`config.mk`:
```
export PLATFORM = sky130hd
export DESIGN_NAME = ewu_top
export DESIGN_NICKNAME = d
export VERILOG_FILES = /design/src/rtl/ewu_pkg.sv /design/src/rtl/ewu_mark_mem.sv /design/src/rtl/ewu_top.sv
export SDC_FILE = /design/constraint.sdc
export NUM_CORES = 1
export LEC_CHECK = 0
export BUFFER_PORTS_ARGS = -buffer_cell sky130_fd_sc_hd__buf_2
export CORE_MARGIN = 2
export CORE_UTILIZATION = 23
export DETAILED_ROUTE_END_ITERATION = 7
export GPL_TIMING_DRIVEN = 0
export PLACE_DENSITY = 0.35
export SETUP_SLACK_MARGIN = 0.1
export SLEW_MARGIN = 20
export SYNTH_ARGS = -nofsm -noshare
export SYNTH_HDL_FRONTEND = slang
export SYNTH_SLANG_ARGS = --single-unit
```
`constraint.sdc`:
```
create_clock -name I_CLOCK -period 24.1 [get_ports I_CLOCK]
set_clock_uncertainty 0.2 [all_clocks]
set_input_delay 2.41 -clock I_CLOCK [delete_from_list [all_inputs] [get_ports I_CLOCK]]
set_output_delay 2.41 -clock I_CLOCK [all_outputs]
set_load 0.01 [all_outputs]
```
`src/rtl/ewu_pkg.sv`:
```
/*
  ewu_pkg: shared constants and types for the extended write and
  uncorrectable marking command block.
  assumes: used by ewu_top and ewu_mark_mem, always through ewu_pkg::name.
*/
package ewu_pkg;

  // register byte offsets on the AHB-Lite slave
  localparam logic [7:0] OFF_FEAT     = 8'h00;
  localparam logic [7:0] OFF_SCNT     = 8'h04;
  localparam logic [7:0] OFF_LBA_CUR  = 8'h08;
  localparam logic [7:0] OFF_LBA_PREV = 8'h0C;
  localparam logic [7:0] OFF_CMD      = 8'h10;
  localparam logic [7:0] OFF_DATA     = 8'h14;
  localparam logic [7:0] OFF_ERROR    = 8'h18;
  localparam logic [7:0] OFF_STATUS   = 8'h1C;
  localparam logic [7:0] OFF_CTRL     = 8'h20;
  localparam logic [7:0] OFF_FAIL_LBA = 8'h24;

  // command opcodes
  localparam logic [7:0] OP_WRITE_EXT = 8'h34;
  localparam logic [7:0] OP_MARK_EXT  = 8'h45;

  // uncorrectable option codes
  localparam logic [7:0] FEAT_PSEUDO_LOG   = 8'h55;
  localparam logic [7:0] FEAT_PSEUDO_NOLOG = 8'h5A;
  localparam logic [7:0] FEAT_FLAG_LOG     = 8'hA5;
  localparam logic [7:0] FEAT_FLAG_NOLOG   = 8'hAA;

  // error_flags bit positions
  localparam int ERR_UNC = 6;
  localparam int ERR_IDN = 4;
  localparam int ERR_ABT = 2;

  // device_status bit positions
  localparam int STS_BSY = 7;
  localparam int STS_RDY = 6;
  localparam int STS_DSC = 4;
  localparam int STS_DRQ = 3;
  localparam int STS_ERR = 0;

  // zero count stands for the largest transfer
  localparam logic [16:0] SECT_MAX   = 17'h10000;
  localparam int          WORDS_SECT = 256;
  localparam int          MARK_AW    = 8;

  // reset values
  localparam logic [7:0]  RST_BYTE  = 8'h00;
  localparam logic [23:0] RST_LBA24 = 24'h000000;
  localparam logic [31:0] RST_WORD  = 32'h00000000;

  typedef enum logic [2:0] {
    ST_IDLE  = 3'b001,
    ST_WRITE = 3'b010,
    ST_MARK  = 3'b100
  } ewu_state_t;

  // one mark table entry
  typedef struct packed {
    logic valid;
    logic flagged;
    logic log_en;
  } ewu_mark_t;

  // result of a read lookup handed to the media read path
  typedef struct packed {
    logic done;
    logic uncorrectable_flag;
    logic recover;
    logic log_en;
  } ewu_rdres_t;

endpackage

```
`src/rtl/ewu_mark_mem.sv`:
```
/*
  ewu_mark_mem: mark table, one write port and one registered read port.
  assumes: the array stands for non-volatile storage, so it has no reset
  and keeps its contents through any reset of the logic around it.
*/
`timescale 1ns/10ps
module ewu_mark_mem #(
  parameter int AW = 8
) (
  input  wire logic              i_clk,
  input  wire logic              i_we,
  input  wire logic [AW-1:0]     i_waddr,
  input  ewu_pkg::ewu_mark_t     i_wdata,
  input  wire logic [AW-1:0]     i_raddr,
  output ewu_pkg::ewu_mark_t     o_rdata
);

  ewu_pkg::ewu_mark_t mem_q [0:(1<<AW)-1];
  ewu_pkg::ewu_mark_t rdata_q;

  always_ff @(posedge i_clk) begin
    if (i_we) begin
      mem_q[i_waddr] <= i_wdata;
    end
    rdata_q <= mem_q[i_raddr];
  end

  assign o_rdata = rdata_q;

endmodule

```
`src/rtl/ewu_top.sv`:
```
/*
  ewu_top: taskfile command engine for the extended write (34h) and the
  mark-uncorrectable (45h) commands, behind an AHB-Lite slave.
  assumes: one clock, zero-wait AHB-Lite master doing single word
  transfers, media write and read paths on the same clock.
*/
`timescale 1ns/10ps
module ewu_top #(
  parameter int WPS = ewu_pkg::WORDS_SECT,
  parameter int AW  = ewu_pkg::MARK_AW
) (
  input  wire logic        I_CLOCK,
  input  wire logic        I_RST_N,
  input  wire logic        I_HSEL,
  input  wire logic [31:0] I_HADDR,
  input  wire logic [1:0]  I_HTRANS,
  input  wire logic        I_HWRITE,
  input  wire logic [2:0]  I_HSIZE,
  input  wire logic [31:0] I_HWDATA,
  input  wire logic        I_HREADY,
  output logic      [31:0] O_HRDATA,
  output logic             O_HREADYOUT,
  output logic             O_HRESP,
  output logic             O_MEDIA_WR_VALID,
  output logic      [15:0] O_MEDIA_WR_DATA,
  output logic      [47:0] O_MEDIA_WR_LBA,
  input  wire logic        I_MEDIA_FAIL,
  input  wire logic        I_RD_REQ,
  input  wire logic [47:0] I_RD_LBA,
  output logic             O_RD_DONE,
  output logic             O_RD_UNC,
  output logic             O_RD_RECOVER,
  output logic             O_RD_LOG
);

  localparam int WW = $clog2(WPS);

  function automatic ewu_pkg::ewu_mark_t feat_dec(input logic [7:0] f);
    ewu_pkg::ewu_mark_t m;
    m = '0;
    case (f)
      ewu_pkg::FEAT_PSEUDO_LOG:   m = '{1'b1, 1'b0, 1'b1};
      ewu_pkg::FEAT_PSEUDO_NOLOG: m = '{1'b1, 1'b0, 1'b0};
      ewu_pkg::FEAT_FLAG_LOG:     m = '{1'b1, 1'b1, 1'b1};
      ewu_pkg::FEAT_FLAG_NOLOG:   m = '{1'b1, 1'b1, 1'b0};
      default:                    m = '0;
    endcase
    return m;
  endfunction

  ewu_pkg::ewu_state_t st_q, st_d;
  logic [7:0]          feat_q, feat_d;
  logic [15:0]         scnt_q, scnt_d;
  logic [23:0]         lcur_q, lcur_d;
  logic [23:0]         lprev_q, lprev_d;
  logic                hob_q, hob_d;
  logic [7:0]          err_q, err_d;
  logic [47:0]         lba_q, lba_d;
  logic [47:0]         fail_q, fail_d;
  logic [16:0]         remain_q, remain_d;
  logic [WW-1:0]       word_q, word_d;
  ewu_pkg::ewu_mark_t  mark_q, mark_d;
  ewu_pkg::ewu_mark_t  fdec;
  logic                dwe_q, dwe_d;
  logic                drd_q, drd_d;
  logic [7:0]          dadr_q, dadr_d;
  logic [31:0]         hrdata_q, hrdata_d;
  logic                mwr_v_q, mwr_v_d;
  logic [15:0]         mwr_dat_q, mwr_dat_d;
  logic [47:0]         mwr_lba_q, mwr_lba_d;
  logic                rd_pend_q;
  ewu_pkg::ewu_rdres_t rres_q, rres_d;
  ewu_pkg::ewu_mark_t  mem_rdata;
  ewu_pkg::ewu_mark_t  mem_wdata;
  logic                mem_we;
  logic [AW-1:0]       mem_waddr;
  logic                aph;
  logic                cmd_go;
  logic                data_go;
  logic [7:0]          status;

  assign aph    = I_HSEL && I_HTRANS[1] && I_HREADY;
  assign fdec   = feat_dec(feat_q);
  assign cmd_go = dwe_q && (dadr_q == ewu_pkg::OFF_CMD) &&
                  (st_q == ewu_pkg::ST_IDLE);
  assign data_go = dwe_q && (dadr_q == ewu_pkg::OFF_DATA) &&
                   (st_q == ewu_pkg::ST_WRITE);

  always_comb begin
    status                   = 8'h00;
    status[ewu_pkg::STS_BSY] = (st_q == ewu_pkg::ST_MARK);
    status[ewu_pkg::STS_RDY] = 1'b1;
    status[ewu_pkg::STS_DSC] = 1'b1;
    status[ewu_pkg::STS_DRQ] = (st_q == ewu_pkg::ST_WRITE);
    status[ewu_pkg::STS_ERR] = (err_q != 8'h00);
  end

  // bus slave: zero wait, read data registered at the address phase
  always_comb begin
    dwe_d    = aph && I_HWRITE;
    drd_d    = aph && !I_HWRITE;
    dadr_d   = aph ? I_HADDR[7:0] : dadr_q;
    hrdata_d = hrdata_q;
    if (aph && !I_HWRITE) begin
      case (I_HADDR[7:0])
        ewu_pkg::OFF_FEAT:     hrdata_d = {24'h000000, feat_q};
        ewu_pkg::OFF_SCNT:     hrdata_d = {16'h0000, scnt_q};
        ewu_pkg::OFF_LBA_CUR:  hrdata_d = {8'h00, lcur_q};
        ewu_pkg::OFF_LBA_PREV: hrdata_d = {8'h00, lprev_q};
        ewu_pkg::OFF_ERROR:    hrdata_d = {24'h000000, err_q};
        ewu_pkg::OFF_STATUS:   hrdata_d = {24'h000000, status};
        ewu_pkg::OFF_CTRL:     hrdata_d = {31'h00000000, hob_q};
        ewu_pkg::OFF_FAIL_LBA: hrdata_d = hob_q ? {8'h00, fail_q[47:24]}
                                                : {8'h00, fail_q[23:0]};
        default:               hrdata_d = ewu_pkg::RST_WORD;
      endcase
    end
  end

  // command engine
  always_comb begin
    st_d      = st_q;
    feat_d    = feat_q;
    scnt_d    = scnt_q;
    lcur_d    = lcur_q;
    lprev_d   = lprev_q;
    hob_d     = hob_q;
    err_d     = err_q;
    lba_d     = lba_q;
    fail_d    = fail_q;
    remain_d  = remain_q;
    word_d    = word_q;
    mark_d    = mark_q;
    mwr_v_d   = 1'b0;
    mwr_dat_d = mwr_dat_q;
    mwr_lba_d = mwr_lba_q;
    mem_we    = 1'b0;
    mem_waddr = lba_q[AW-1:0];
    mem_wdata = '0;
    if (dwe_q && (st_q == ewu_pkg::ST_IDLE)) begin
      case (dadr_q)
        ewu_pkg::OFF_FEAT:     feat_d  = I_HWDATA[7:0];
        ewu_pkg::OFF_SCNT:     scnt_d  = I_HWDATA[15:0];
        ewu_pkg::OFF_LBA_CUR:  lcur_d  = I_HWDATA[23:0];
        ewu_pkg::OFF_LBA_PREV: lprev_d = I_HWDATA[23:0];
        default:               ;
      endcase
    end
    if (dwe_q && (dadr_q == ewu_pkg::OFF_CTRL)) begin
      hob_d = I_HWDATA[0];
    end
    case (st_q)
      ewu_pkg::ST_IDLE: begin
        if (cmd_go) begin
          err_d    = ewu_pkg::RST_BYTE;
          lba_d    = {lprev_q, lcur_q};
          remain_d = (scnt_q == 16'h0000) ? ewu_pkg::SECT_MAX
                                          : {1'b0, scnt_q};
          word_d   = '0;
          if (I_HWDATA[7:0] == ewu_pkg::OP_WRITE_EXT) begin
            st_d = ewu_pkg::ST_WRITE;
          end else if ((I_HWDATA[7:0] == ewu_pkg::OP_MARK_EXT) &&
                       fdec.valid) begin
            st_d   = ewu_pkg::ST_MARK;
            mark_d = fdec;
          end else begin
            err_d[ewu_pkg::ERR_ABT] = 1'b1;
          end
        end
      end
      ewu_pkg::ST_WRITE: begin
        if (I_MEDIA_FAIL) begin
          st_d   = ewu_pkg::ST_IDLE;
          fail_d = lba_q;
          err_d[ewu_pkg::ERR_ABT] = 1'b1;
        end else if (data_go) begin
          mwr_v_d   = 1'b1;
          mwr_dat_d = I_HWDATA[15:0];
          mwr_lba_d = lba_q;
          word_d    = word_q + 1'b1;
          if (word_q == WW'(WPS - 1)) begin
            // rewriting a sector clears any mark it carried
            mem_we   = 1'b1;
            lba_d    = lba_q + 48'h1;
            remain_d = remain_q - 17'h1;
            if (remain_q == 17'h1) begin
              st_d = ewu_pkg::ST_IDLE;
            end
          end
        end
      end
      ewu_pkg::ST_MARK: begin
        if (I_MEDIA_FAIL) begin
          st_d   = ewu_pkg::ST_IDLE;
          fail_d = lba_q;
          err_d[ewu_pkg::ERR_ABT] = 1'b1;
        end else begin
          mem_we    = 1'b1;
          mem_wdata = mark_q;
          lba_d     = lba_q + 48'h1;
          remain_d  = remain_q - 17'h1;
          if (remain_q == 17'h1) begin
            st_d = ewu_pkg::ST_IDLE;
          end
        end
      end
      default: st_d = ewu_pkg::ST_IDLE;
    endcase
  end

  // read lookup: pseudo asks for recovery first, flagged fails at once
  always_comb begin
    rres_d         = '0;
    rres_d.done    = rd_pend_q;
    rres_d.uncorrectable_flag     = rd_pend_q && mem_rdata.valid;
    rres_d.recover = rd_pend_q && mem_rdata.valid && !mem_rdata.flagged;
    rres_d.log_en  = rd_pend_q && mem_rdata.valid && mem_rdata.log_en;
  end

  always_ff @(posedge I_CLOCK or negedge I_RST_N) begin
    if (!I_RST_N) begin
      st_q      <= ewu_pkg::ST_IDLE;
      feat_q    <= ewu_pkg::RST_BYTE;
      scnt_q    <= 16'h0000;
      lcur_q    <= ewu_pkg::RST_LBA24;
      lprev_q   <= ewu_pkg::RST_LBA24;
      hob_q     <= 1'b0;
      err_q     <= ewu_pkg::RST_BYTE;
      lba_q     <= 48'h000000000000;
      fail_q    <= 48'h000000000000;
      remain_q  <= 17'h00000;
      word_q    <= '0;
      mark_q    <= '0;
      dwe_q     <= 1'b0;
      drd_q     <= 1'b0;
      dadr_q    <= 8'h00;
      hrdata_q  <= ewu_pkg::RST_WORD;
      mwr_v_q   <= 1'b0;
      mwr_dat_q <= 16'h0000;
      mwr_lba_q <= 48'h000000000000;
      rd_pend_q <= 1'b0;
      rres_q    <= '0;
    end else begin
      st_q      <= st_d;
      feat_q    <= feat_d;
      scnt_q    <= scnt_d;
      lcur_q    <= lcur_d;
      lprev_q   <= lprev_d;
      hob_q     <= hob_d;
      err_q     <= err_d;
      lba_q     <= lba_d;
      fail_q    <= fail_d;
      remain_q  <= remain_d;
      word_q    <= word_d;
      mark_q    <= mark_d;
      dwe_q     <= dwe_d;
      drd_q     <= drd_d;
      dadr_q    <= dadr_d;
      hrdata_q  <= hrdata_d;
      mwr_v_q   <= mwr_v_d;
      mwr_dat_q <= mwr_dat_d;
      mwr_lba_q <= mwr_lba_d;
      rd_pend_q <= I_RD_REQ;
      rres_q    <= rres_d;
    end
  end

  // table indexed by low address bits only: distant sectors alias
  ewu_mark_mem #(
    .AW (AW)
  ) u_mark_mem (
    .i_clk   (I_CLOCK),
    .i_we    (mem_we),
    .i_waddr (mem_waddr),
    .i_wdata (mem_wdata),
    .i_raddr (I_RD_LBA[AW-1:0]),
    .o_rdata (mem_rdata)
  );

  assign O_HRDATA         = hrdata_q;
  assign O_HREADYOUT      = 1'b1;
  assign O_HRESP          = 1'b0;
  assign O_MEDIA_WR_VALID = mwr_v_q;
  assign O_MEDIA_WR_DATA  = mwr_dat_q;
  assign O_MEDIA_WR_LBA   = mwr_lba_q;
  assign O_RD_DONE        = rres_q.done;
  assign O_RD_UNC         = rres_q.uncorrectable_flag;
  assign O_RD_RECOVER     = rres_q.recover;
  assign O_RD_LOG         = rres_q.log_en;
endmodule

```
==> results.txt <==
outcome: completed
gr ovfl total: 0
Hold Buf Count CTS: 0
# IOs: 227
Hold Path End: O_RD_RECOVER
top cells by area, synth: edfxtp_1, dfrtp_1, mux4_2
fmax: 156 MHz
M1 WL: 75.0 mm
Crit path required time: 24.41 ns
initial cell density of the core: 0.231
DRT antenna net count: 0
Worst-path clk slew: 0.06 ns
GR Util All Layers: 0.169
placed insts: 5824
die area: 200000 um2
postcts setup bufs: 0
clock buffer depth: 3
Ys Warns: 0
CP Capture Type: flip-flop
Cell Area, Synth: 45100 um2
Cell variety after synth: 78
Rows: 162
Final Critical Period: 6.40 ns
PwrDens: 77.8 nW/um2
FF/Latch Area: 30700 um2
slew margin rel.: 0.206
Yosys top cell area share: 0.512
fin cells: 6063
Sink Count: 1075
Final Wtd Congestion: 0.778
fraction of layout cells with a size suffix above 1: 0.241
LEAKAGE: 18.8 nW
reg2reg path depth: 9
area grow syn2layout: 20.1%
area leader, netlist: edfxtp_1
post-synthesis sequential area ratio: 0.682
Root Driver: clkbuf_16
Critical Path Start: I_RD_LBA[1]
Max FO, Critical Path: 10
worst r2r dst: lba_q[46]
Final Setup Violations: 0
final net count: 3467
crit-path cells: buf_2, buf_4, buf_4, buf_2, buf_2, buf_2, mux4_2, a221oi_1, o22ai_1, nor3_1, o311ai_0
# fillers: 19949
global-route wire length before repair: 237 mm
Synth Area per Inst: 15.1 um2
CTS tree: built
r2r startpoint: lba_q[4]
Buffers on Ports: 135
Peak VDD IR: 0.0481 mV
critical path startpoint category: primary input
drt initial violations: 2079
worst hold path startpoint: u_mark_mem.o_rdata[1]
Hold Crit Depth: 1
FFs w/ async S/R, synth: 0.283
pre-CTS WS: 16.86 ns
area taken by multi-input logic gates: 13300 um2
die span in y: 447 um
CP arrival: 6.70 ns
RSZ-0062 raised after global routing: no
R2R Setup Slk: 19.64 ns
largest net degree at the start of global routing: 87
dpl hpwl: 120 mm
register bit total from synthesis: 1075
met3 WL post-DR: 6.63 mm
critical path class: in -> reg
EDFF count, synth: 768
most frequent CP cell: buf_2
Crit-path slowest cell: buf_2
Least-Margin Pin Slew: 1.19 ns
CTS resizes: 0
initial antenna violation count: 8
met2 WL post-DR: 83.1 mm
min-delay worst type: reg -> reg
Die X: 447 um
Vias/cell: 4.57
Core ar.: 195000 um2
final worst setup slack: 17.70 ns
Hold Vio Cnt, Final: 0
wirelength, routed: 169 mm
crit share post-route: 0.265
Max Transition Viols Final: 0
htree depth: 4
MaxCap Viol Count: 0
CTS buffer count: 133
Syn Inst Count: 2976
drt wl/cell: 27.9 um
vias in the first global route: 29215
Pre-antenna DRT Iters: 5
Vias: 27710
crit-path max cell delay: 0.56 ns
DR top layer: met5
Main synth FF type: edfxtp_1
DR DRC count: 0
Skew-Pair Late Insertion Delay: 0.78 ns
## worst max-delay path, delay by kind of cell
family,cells,cell delay (ns)
buf+inv,6,2.25
simple gates,1,0.51
mux,1,0.42
compound gates,3,1.05
## sequential cells by signal (all words and copies together), names as in the netlist, 8 cells and up
name / cells
u_mark_mem.mem_q: 768
dadr_q: 8
fail_q: 48
feat_q: 8
lcur_q: 24
remain_q: 17
O_HRDATA: 24
lba_q: 48
word_q: 8
scnt_q: 16
lprev_q: 24
O_MEDIA_WR_DATA: 16
O_MEDIA_WR_LBA: 48
## cells in the mapped netlist, types with 19 or more instances
cell type  number
nand4_1        20
nor2b_1        22
nand2_1       317
a2bb2oi_1      30
mux2i_1        67
buf_2          27
o21ai_0        95
nand3_1        37
a22oi_1        20
nor3_1         20
dfrtp_1       303
buf_4          21
o22ai_1        36
clkbuf_1      117
mux4_2        173
inv_1          19
edfxtp_1      768
nor2_1        352
a221oi_1       32
mux2_2        141
a21oi_1        76
## layer usage
metal  vias up  GRT usage
li1      12144          -
met1     14645      0.225
met2       728      0.287
met3       191     0.0261
met4         2     0.0464
met5         -          0
## final cells by class
cell class,instances,share of cell area
Antenna cell,2,0.0000925
Clock buffer,176,0.0671
Tap cell,2624,0.0607
Buffer,201,0.0194
Sequential cell,1075,0.568
Clock inverter,60,0.0124
Inverter,21,0.00146
Multi-Input combinational cell,1687,0.246
Timing Repair Buffer,217,0.0253
## logic make-up after synthesis
group | count (synthesis) | synth area share
flops | 1075 | 0.682
simple gates | 871 | 0.0850
mux | 399 | 0.147
compound gates | 396 | 0.0588
buf+inv | 222 | 0.0246
fa+ha+maj | 7 | 0.00194
xor+xnor | 4 | 0.000777
other cells | 2 | 0.000167
## cells in the final DEF (no fill, tap or decap), types with 9 or more instances in the layout
| cell type | instances |
|---|---|
| a211oi_1 | 10 |
| a21oi_1 | 76 |
| a221oi_1 | 32 |
| a22o_1 | 14 |
| a22oi_1 | 20 |
| a2bb2oi_1 | 30 |
| a31oi_1 | 12 |
| and3_1 | 15 |
| buf_1 | 13 |
| buf_2 | 210 |
| buf_4 | 43 |
| buf_6 | 18 |
| clkbuf_1 | 131 |
| clkbuf_16 | 136 |
| clkbuf_2 | 18 |
| clkinv_1 | 14 |
| clkinv_2 | 19 |
| conb_1 | 10 |
| dfrtp_1 | 303 |
| edfxtp_1 | 768 |
| inv_1 | 19 |
| mux2_2 | 141 |
| mux2i_1 | 67 |
| mux4_1 | 18 |
| mux4_2 | 173 |
| nand2_1 | 317 |
| nand2b_1 | 13 |
| nand3_1 | 37 |
| nand4_1 | 20 |
| nor2_1 | 352 |
| nor2b_1 | 22 |
| nor3_1 | 19 |
| nor4_1 | 12 |
| o21ai_0 | 95 |
| o221ai_1 | 10 |
| o22ai_1 | 36 |
| o2bb2ai_1 | 9 |
| or4_1 | 9 |
## power by group
| part | leakage [nW] | switching [mW] | internal (mW) |
|---|---|---|---|
| logic | 6.11 | 0.132 | 0.0724 |
| clock network | 2.10 | 0.841 | 1.16 |
| registers | 10.6 | 0.0270 | 1.98 |
## how the worst max path moves through the flow
stage	to	cells after the start
floorplan	u_mark_mem.mem_q[0][0]	1
global placement	u_mark_mem.mem_q[120][0]	2
detailed placement	u_mark_mem.o_rdata[2]	12
CTS	u_mark_mem.o_rdata[1]	11
global route	u_mark_mem.o_rdata[2]	12
finish	u_mark_mem.o_rdata[1]	11
## through the flow
stage / total power, mW / area, um2 / utilization / hold slack, ns / TNS [ns]
2_1_floorplan: 2.14 / 45100 / - / 0.160 / 0
3_3_place_gp: 2.25 / 49100 / 0.252 / 0.168 / -7132.88
3_5_place_dp: 2.26 / 49800 / 0.256 / 0.174 / 0
4_1_cts: 4.28 / 54100 / 0.278 / 0.182 / 0
5_1_grt: 4.36 / 54100 / 0.278 / 0.196 / 0
6_report: 4.21 / 54100 / 0.278 / 0.179 / 0
Power figures use the tool's default switching activity.
